`src/include/pss_pkg.sv`:
```
// Package for the SMI source enable and status block: offsets, field positions, reset values.
// Assumes a 32-bit classic Wishbone slave port with byte addressing.
package pss_pkg;

  // Register indexes; the byte address on the bus is four times the index.
  localparam logic [7:0] IDX_IRQ_LOW_EN   = 8'h73;
  localparam logic [7:0] IDX_IRQ_HIGH_EN  = 8'h74;
  localparam logic [7:0] IDX_DMA_EN       = 8'h75;
  localparam logic [7:0] IDX_TRAP_STATUS  = 8'h76;
  localparam logic [7:0] IDX_TIMER_STATUS = 8'h77;
  // Extra register holding the global request enables and the SMI level.
  localparam logic [7:0] IDX_GLOBAL_CTRL  = 8'h7C;

  localparam int ADDR_W = 10;

  localparam logic [7:0] RST_REG8 = 8'h00;

  // Field positions.
  localparam int BIT_ANY_IRQ      = 2;
  localparam int BIT_ANY_DMA      = 4;
  localparam int BIT_PCI_MASTER   = 3;
  localparam int BIT_NMI          = 2;
  localparam int BIT_IO_TRAP2     = 1;
  localparam int BIT_IO_TRAP1     = 0;
  localparam int BIT_GLB_IRQ_EN   = 0;
  localparam int BIT_GLB_DMA_EN   = 1;
  localparam int BIT_GLB_SMI_LVL  = 7;

  // Timer status bits clear by writing one; the two I/O trap bits clear on read.
  localparam logic [7:0] TIMER_W1C_MASK = 8'hFC;
  localparam logic [7:0] TIMER_ROC_MASK = 8'h03;
  // Channel 4 of the DMA enable is the any-request enable, not a channel.
  localparam logic [7:0] DMA_CHAN_MASK  = 8'hEF;
  localparam logic [7:0] IRQ_LINE_MASK  = 8'hFB;

  localparam int SYNC_STAGES = 3;

  typedef struct packed {
    logic [15:0] irq_line;
    logic        any_irq;
    logic [7:0]  dma_line;
    logic        any_dma;
    logic [7:0]  trap;
    logic [7:0]  timer;
  } pss_events_t;

endpackage

```
`src/pss_smi_source.sv`:
```
// SMI source enable and status registers with Wishbone classic slave and SMI output.
// Assumes event inputs are asynchronous levels; a rising edge is one event.
//
// Overview of operation
// Enable 0x73 bits 7..3,1,0 let interrupt lines 7..3,1,0 raise SMI.
// Enable 0x73 bit 2 lets the any-interrupt request raise SMI.
// Enable 0x74 bits 7..0 let interrupt lines 15..8 raise SMI.
// Enable 0x75 bits 7..5,3..0 let DMA channels 7..5,3..0 raise SMI.
// Enable 0x75 bit 4 lets any DMA request raise SMI.
// All five registers reset to zero so nothing raises SMI; trap and timer events still do while trap_enable_i or timer_enable_i is set.
// Status 0x76 records the eight access-trap causes.
// Writing one clears a clearable status bit; writing zero leaves it.
// Status 0x77 bits 7..4 record the four timer timeouts.
// Status 0x77 bit 3 is PCI master request, bit 2 is NMI.
// Status 0x77 bits 1 and 0 are programmable I/O traps 2 and 1.
// The two I/O trap bits clear themselves when the register is read.
// Interrupt enables act only while the global interrupt enable is set.
// DMA enables act only while the global DMA enable is set.
// A status bit sets only on its enabled source and stays until cleared.
// SMI output rises when any enabled source event occurs.
//
// Decided for this implementation: register access over Wishbone.
`timescale 1ns/1ps
module pss_smi_source (
  input  wire logic                       core_clk_i,
  input  wire logic                       reset_n_i,
  input  wire logic                       wb_cyc_i,
  input  wire logic                       wb_stb_i,
  input  wire logic                       wb_we_i,
  input  wire logic [pss_pkg::ADDR_W-1:0] wb_adr_i,
  input  wire logic [3:0]                 wb_sel_i,
  input  wire logic [31:0]                wb_dat_i,
  output logic      [31:0]                wb_dat_o,
  output logic                            wb_ack_o,
  input  wire pss_pkg::pss_events_t       events_i,
  input  wire logic [7:0]                 trap_enable_i,
  input  wire logic [7:0]                 timer_enable_i,
  output logic                            system_mgmt_interrupt_o
);
  import pss_pkg::*;

  localparam int EV_W = $bits(pss_events_t);

  logic [7:0]  irq_low_en_reg;
  logic [7:0]  irq_high_en_reg;
  logic [7:0]  dma_en_reg;
  logic [7:0]  trap_status_reg;
  logic [7:0]  timer_status_reg;
  logic [7:0]  global_ctrl_reg;
  logic [EV_W-1:0] sync_reg [SYNC_STAGES];
  logic [EV_W-1:0] prev_reg;
  pss_events_t level;
  pss_events_t rise;
  logic        req;
  logic        wr;
  logic        rd;
  logic [7:0]  idx;
  logic [7:0]  wdata;
  logic [7:0]  irq_low_hit;
  logic [7:0]  irq_high_hit;
  logic [7:0]  dma_hit;
  logic [7:0]  trap_hit;
  logic [7:0]  timer_hit;
  logic [7:0]  trap_clr;
  logic [7:0]  timer_clr;
  logic        smi_next;

  // Three-stage synchroniser; an edge counts when stages two and three agree.
  always_ff @(posedge core_clk_i) begin
    if (!reset_n_i) begin
      for (int i = 0; i < SYNC_STAGES; i++) begin
        sync_reg[i] <= '0;
      end
      prev_reg <= '0;
    end else begin
      sync_reg[0] <= events_i;
      for (int i = 1; i < SYNC_STAGES; i++) begin
        sync_reg[i] <= sync_reg[i-1];
      end
      if (sync_reg[1] == sync_reg[2]) begin
        prev_reg <= sync_reg[2];
      end
    end
  end

  always_comb begin
    level = (sync_reg[1] == sync_reg[2]) ? pss_events_t'(sync_reg[2]) : pss_events_t'(prev_reg);
    rise  = pss_events_t'(level & ~prev_reg);
  end

  // Bus decode; only byte lane 0 carries a register.
  // A write lands on the edge that sees ack high, which is when the master lets go of it.
  assign req   = wb_cyc_i && wb_stb_i && !wb_ack_o;
  assign idx   = wb_adr_i[ADDR_W-1:2];
  assign wr    = wb_cyc_i && wb_stb_i && wb_ack_o && wb_we_i && wb_sel_i[0];
  assign rd    = req && !wb_we_i;
  assign wdata = wb_dat_i[7:0];

  // Per-source hits after gating by local enables, and by global enables for interrupt and DMA sources.
  always_comb begin
    irq_low_hit  = '0;
    irq_high_hit = '0;
    dma_hit      = '0;
    if (global_ctrl_reg[BIT_GLB_IRQ_EN]) begin
      irq_low_hit  = {rise.irq_line[7:3], 1'b0, rise.irq_line[1:0]}
                     & irq_low_en_reg & IRQ_LINE_MASK;
      irq_low_hit[BIT_ANY_IRQ] = rise.any_irq & irq_low_en_reg[BIT_ANY_IRQ];
      irq_high_hit = rise.irq_line[15:8] & irq_high_en_reg;
    end
    if (global_ctrl_reg[BIT_GLB_DMA_EN]) begin
      dma_hit = rise.dma_line & dma_en_reg & DMA_CHAN_MASK;
      dma_hit[BIT_ANY_DMA] = rise.any_dma & dma_en_reg[BIT_ANY_DMA];
    end
    trap_hit  = rise.trap & trap_enable_i;
    timer_hit = rise.timer & timer_enable_i;
  end

  always_comb begin
    trap_clr  = (wr && idx == IDX_TRAP_STATUS) ? wdata : 8'h00;
    timer_clr = '0;
    if (wr && idx == IDX_TIMER_STATUS) begin
      timer_clr = wdata & TIMER_W1C_MASK;
    end
    if (rd && idx == IDX_TIMER_STATUS) begin
      timer_clr = timer_clr | TIMER_ROC_MASK;
    end
  end

  always_ff @(posedge core_clk_i) begin
    if (!reset_n_i) begin
      irq_low_en_reg  <= RST_REG8;
      irq_high_en_reg <= RST_REG8;
      dma_en_reg      <= RST_REG8;
      global_ctrl_reg <= RST_REG8;
    end else if (wr) begin
      unique case (idx)
        IDX_IRQ_LOW_EN:  irq_low_en_reg  <= wdata;
        IDX_IRQ_HIGH_EN: irq_high_en_reg <= wdata;
        IDX_DMA_EN:      dma_en_reg      <= wdata;
        IDX_GLOBAL_CTRL: global_ctrl_reg <= {1'b0, 5'h00, wdata[BIT_GLB_DMA_EN:0]};
        default:         ;
      endcase
    end
  end

  // A new event in the clearing cycle wins, so no cause is lost.
  always_ff @(posedge core_clk_i) begin
    if (!reset_n_i) begin
      trap_status_reg  <= RST_REG8;
      timer_status_reg <= RST_REG8;
    end else begin
      trap_status_reg  <= (trap_status_reg & ~trap_clr) | trap_hit;
      timer_status_reg <= (timer_status_reg & ~timer_clr) | timer_hit;
    end
  end

  assign smi_next = |{irq_low_hit, irq_high_hit, dma_hit, trap_hit, timer_hit};

  // The output pulses for one cycle per cycle with any enabled event, however many share it; the handler reads status for trap and timer causes.
  always_ff @(posedge core_clk_i) begin
    if (!reset_n_i) begin
      system_mgmt_interrupt_o <= 1'b0;
    end else begin
      system_mgmt_interrupt_o <= smi_next;
    end
  end

  // Every access is answered one cycle later; unmapped indexes read zero and ignore writes.
  always_ff @(posedge core_clk_i) begin
    if (!reset_n_i) begin
      wb_ack_o <= 1'b0;
      wb_dat_o <= '0;
    end else begin
      wb_ack_o <= req;
      wb_dat_o <= '0;
      if (rd) begin
        unique case (idx)
          IDX_IRQ_LOW_EN:   wb_dat_o <= {24'h000000, irq_low_en_reg};
          IDX_IRQ_HIGH_EN:  wb_dat_o <= {24'h000000, irq_high_en_reg};
          IDX_DMA_EN:       wb_dat_o <= {24'h000000, dma_en_reg};
          IDX_TRAP_STATUS:  wb_dat_o <= {24'h000000, trap_status_reg};
          IDX_TIMER_STATUS: wb_dat_o <= {24'h000000, timer_status_reg};
          IDX_GLOBAL_CTRL:  wb_dat_o <= {24'h000000, global_ctrl_reg[7:1],
                                         global_ctrl_reg[0]} |
                                        {24'h000000, system_mgmt_interrupt_o, 7'h00};
          default:          wb_dat_o <= '0;
        endcase
      end
    end
  end

  // Each trap cause is checked on its own, so one dropped bit cannot hide behind another.
  for (genvar b = 0; b < 8; b++) begin : g_trap_bit

  end
endmodule
```
`config.mk`:
```
export PLATFORM = sky130hd
export DESIGN_NAME = pss_smi_source
export DESIGN_NICKNAME = d
export VERILOG_FILES = /design/src/include/pss_pkg.sv /design/src/pss_smi_source.sv
export SDC_FILE = /design/constraint.sdc
export NUM_CORES = 1
export LEC_CHECK = 0
export BUFFER_PORTS_ARGS = -buffer_cell sky130_fd_sc_hd__buf_2
export CELL_PAD_IN_SITES_DETAIL_PLACEMENT = 1
export CELL_PAD_IN_SITES_GLOBAL_PLACEMENT = 2
export CORE_UTILIZATION = 25
export DETAILED_ROUTE_END_ITERATION = 16
export PLACE_DENSITY = 0.56
export SYNTH_ARGS = -nofsm -noshare
export SYNTH_HDL_FRONTEND = slang
export SYNTH_SLANG_ARGS = --single-unit
```
`constraint.sdc`:
```
create_clock -name core_clk_i -period 2.1 [get_ports core_clk_i]
set_clock_uncertainty 0.15 [all_clocks]
set_input_delay 0.63 -clock core_clk_i [delete_from_list [all_inputs] [get_ports core_clk_i]]
set_output_delay 0.63 -clock core_clk_i [all_outputs]
set_load 0.01 [all_outputs]
```
==> flow_summary.yaml <==
die:
  fp.dieW_um: 183.0
  die_h_um: 183.0
  dieArea_um2: 33490
  num_io_pins: 143
  core_area_um2: 31880
  start_util_pct: 25.69
  num_rows: 65
min_path:
  min_path_cells: 2
  worstHoldStart: "events_i[17]"
  hp-class: "input pin to register"
  min_to: "sync_reg[0][17]$_SDFF_PN0_"
synth:
  synth_edf_count: 0
  yosys.area_share.simple_pct: 22.65
  synth_top_family_by_area: "simple AND/OR/NAND/NOR gates"
  synth_area_um2: 8192
  ys_warn_count: 0
  synthXorXnorAreaFrac_pct: 4.491
  synth_fa_ha_area_share_pct: 0
  seq_area_frac_synth_pct: 53.28
  async_flop_share_pct: 0
  muxShareOfSynthArea_pct: 8.095
  avgSynthCellArea_um2: 9.953
  ys_types: 44
  yosys_register_bits: 218
  syn_inst: 823
  synth-compound-area-share_pct: 6.201
  synth-main-ff-cell: "dfxtp_1"
critical_path:
  critPathCaptureType: "register"
  cp_max_fo: 9
  cp-start-kind: "register"
  ff2ff_path_depth: 7
  r2r-start: "sync_reg[0][97]$_SDFF_PN0_"
  arrival_ps: 2360
  cp.required_ps: 2410
  r2r_slack_ps: 50
  criticalPathCategory: "register to register"
  r2r-end: "prev_reg[23]$_SDFF_PN0_"
detailed_routing:
  firstDrtPassIters: 6
  drtIter0Drc: 304
  routed_via_density: 4.161
  wirelength_um: 22580
  wl_per_cell_um: 16.03
  final_antenna_net_count: 0
  vias: 5858
  drc: 0
timing:
  finalHoldViolCount: 0
  rsz0062_at_grt: "yes"
  timing.hold.ws_ps: 143.2
  setup_viol: 0
  slew_violations: 0
  min_period_over_period_pct: 97.47
  fmax_ghz: 0.4886
  period_needed_ps: 2047
global_routing:
  grt_pass1_vias: 6093
  grt-ovfl-total: 0
  grt_start_max_net_pins: 69
  grt_pass1_wl_um: 35250
  grt_use_total_pct: 13.76
  antenna_found_initial: 0
layout:
  area_delta_synth_final_pct: 26.15
  diodes: 0
  largest_reg_flops: 126
  finalNetCount: 1062
  fillers: 3688
  layout-drive-gt1-share_pct: 21.17
  final_util_pct: 32.41
clocking:
  cts_root_buf: "clkbuf_16"
  cts_tree: "yes"
  h-tree-depth: 1
  clk-insertion-delay-late_ps: 540
  cts.sinks: 218
  holdBufCountCts: 0
  cts_buffers: 26
  clkTransAtPathRegs_ps: 60
  clockBufferDepth: 3
outcome:
  status: "complete, no violations"
power_and_ir_drop:
  p_per_area_nw_per_um2: 884.6
  peakVddDrop_mv: 0.5373
  p_leak_nw: 3.982
place:
  hpwl_um: 17010
  portBuffers: 89
  place.gp.congestion: 0.7697
flow_run:
  maxCapViolCount: 0
per-layer routing:
layer  up-vias  share of wire (%)  track usage (%)
met2       135                 44            21.86
met1      2725                 50            19.18
met3        36                4.2            2.125
met5         -                  0                0
met4         0                2.6            4.000
li1       2962                  -                -
worst max path at each step:
stage,from,endpoint,slack (ps),cells past startpoint
after floorplan,wb_adr_i[9],timer_status_reg[7]$_SDFF_PN0_,70,5
after global placement,wb_adr_i[9],irq_high_en_reg[0]$_SDFFE_PN0P_,-80,8
after detailed placement,wb_adr_i[9],irq_low_en_reg[1]$_SDFFE_PN0P_,-100,7
after CTS,sync_reg[0][55]$_SDFF_PN0_,prev_reg[41]$_SDFF_PN0_,-20,7
after global routing,sync_reg[0][47]$_SDFF_PN0_,prev_reg[23]$_SDFF_PN0_,-60,8
final,sync_reg[0][97]$_SDFF_PN0_,prev_reg[23]$_SDFF_PN0_,50,7
worst max-delay path, cell delays in order, from the launching register on:
cell and delay, ps:
dfxtp_2 330, xnor2_2 190, nand4_1 140, nor4_2 270
buf_4 160, and3_4 240, bufbuf_16 300, mux2i_1 180
what timing repair did:
| item | 4_1_cts | 5_1_grt |
|---|---|---|
| endpoints found under the setup margin | 34 | 25 |
| setup buffers | 1 | 0 |
| pin swaps | 1 | 3 |
| gates resized for setup | 2 | 8 |
| gates cloned | 1 | 0 |
report_power, final:
part	leakage, nW	internal [mW]	total (mW)	switching [mW]
Clock	0.410	2.60	4.39	1.78
Sequential	1.78	4.24	4.29	0.0550
Combinational	1.79	0.212	0.464	0.252
per-stage QoR:
step	instances	TNS (ps)	power, mW	cell area, um2	setup WS (ps)
after floorplan	846	0	4.637	8278	73.91
after CTS	1408	-92.80	9.317	10290	-20.52
final	1408	0	9.141	10330	53.19
after detailed placement	1358	-2682	4.853	9384	-99.68
after global routing	1408	-421.8	9.541	10330	-64.08
after global placement	1358	-1809	4.851	9384	-81.63
final cells by class:
class | count | area, um2 | area share [%]
Clock buffer | 38 | 745.7 | 7.216
Sequential cell | 218 | 4368 | 42.27
Tap cell | 435 | 544.3 | 5.267
Timing Repair Buffer | 145 | 993.5 | 9.614
Multi-Input combinational cell | 552 | 3533 | 34.19
Clock inverter | 10 | 111.4 | 1.078
Inverter | 10 | 37.54 | 0.3632
kinds of logic (layout without fill, tap and decap cells):
| family | after synthesis | after routing |
|---|---|---|
| buffers and inverters | 76 | 203 |
| other | 1 | 24 |
| AOI/OAI and AO/OA | 73 | 73 |
| and+or+nand+nor | 348 | 348 |
| xor gates and xnor gates | 42 | 42 |
| DFF | 218 | 218 |
| muxes | 65 | 65 |
cell usage after synthesis (2+ instances only):
cell type	n	area, um2
dfxtp_1	218	4364
nand2_1	136	510.5
and2_1	127	794.5
mux2i_1	64	640.6
xnor2_1	42	367.9
clkbuf_1	29	108.9
buf_4	25	187.7
nor2_1	25	93.84
nand3b_1	16	120.1
nand4_1	14	87.58
o211ai_1	13	97.59
o31ai_1	13	97.59
o22ai_1	12	75.07
nand3_1	11	55.05
a21oi_1	9	45.04
inv_1	9	33.78
o21ai_0	7	35.03
buf_6	6	67.56
a222oi_1	4	40.04
a22oi_1	4	30.03
buf_2	4	20.02
nor3_1	4	20.02
a31oi_1	3	18.77
nor4_1	3	18.77
nor4_2	3	37.54
buf_1	2	7.510
nor4_4	2	42.54
o32ai_1	2	17.52
cell usage in the layout, fill, tap and decap left out, types with 6 or more instances in the layout:
master and n:
buf_4 48, o31ai_1 13, and2_1 127, nor2_1 25
xnor2_1 36, clkbuf_1 7, o21ai_0 7, buf_2 88
conb_1 24, xnor2_2 6, o211ai_1 13, nand4_1 14
nand3_1 11, mux2i_1 64, nand2_1 136, o22ai_1 12
buf_12 8, dfxtp_1 215, nand3b_1 16, a21oi_1 9
clkbuf_16 26, inv_1 9
Power figures use the tool's default switching activity.
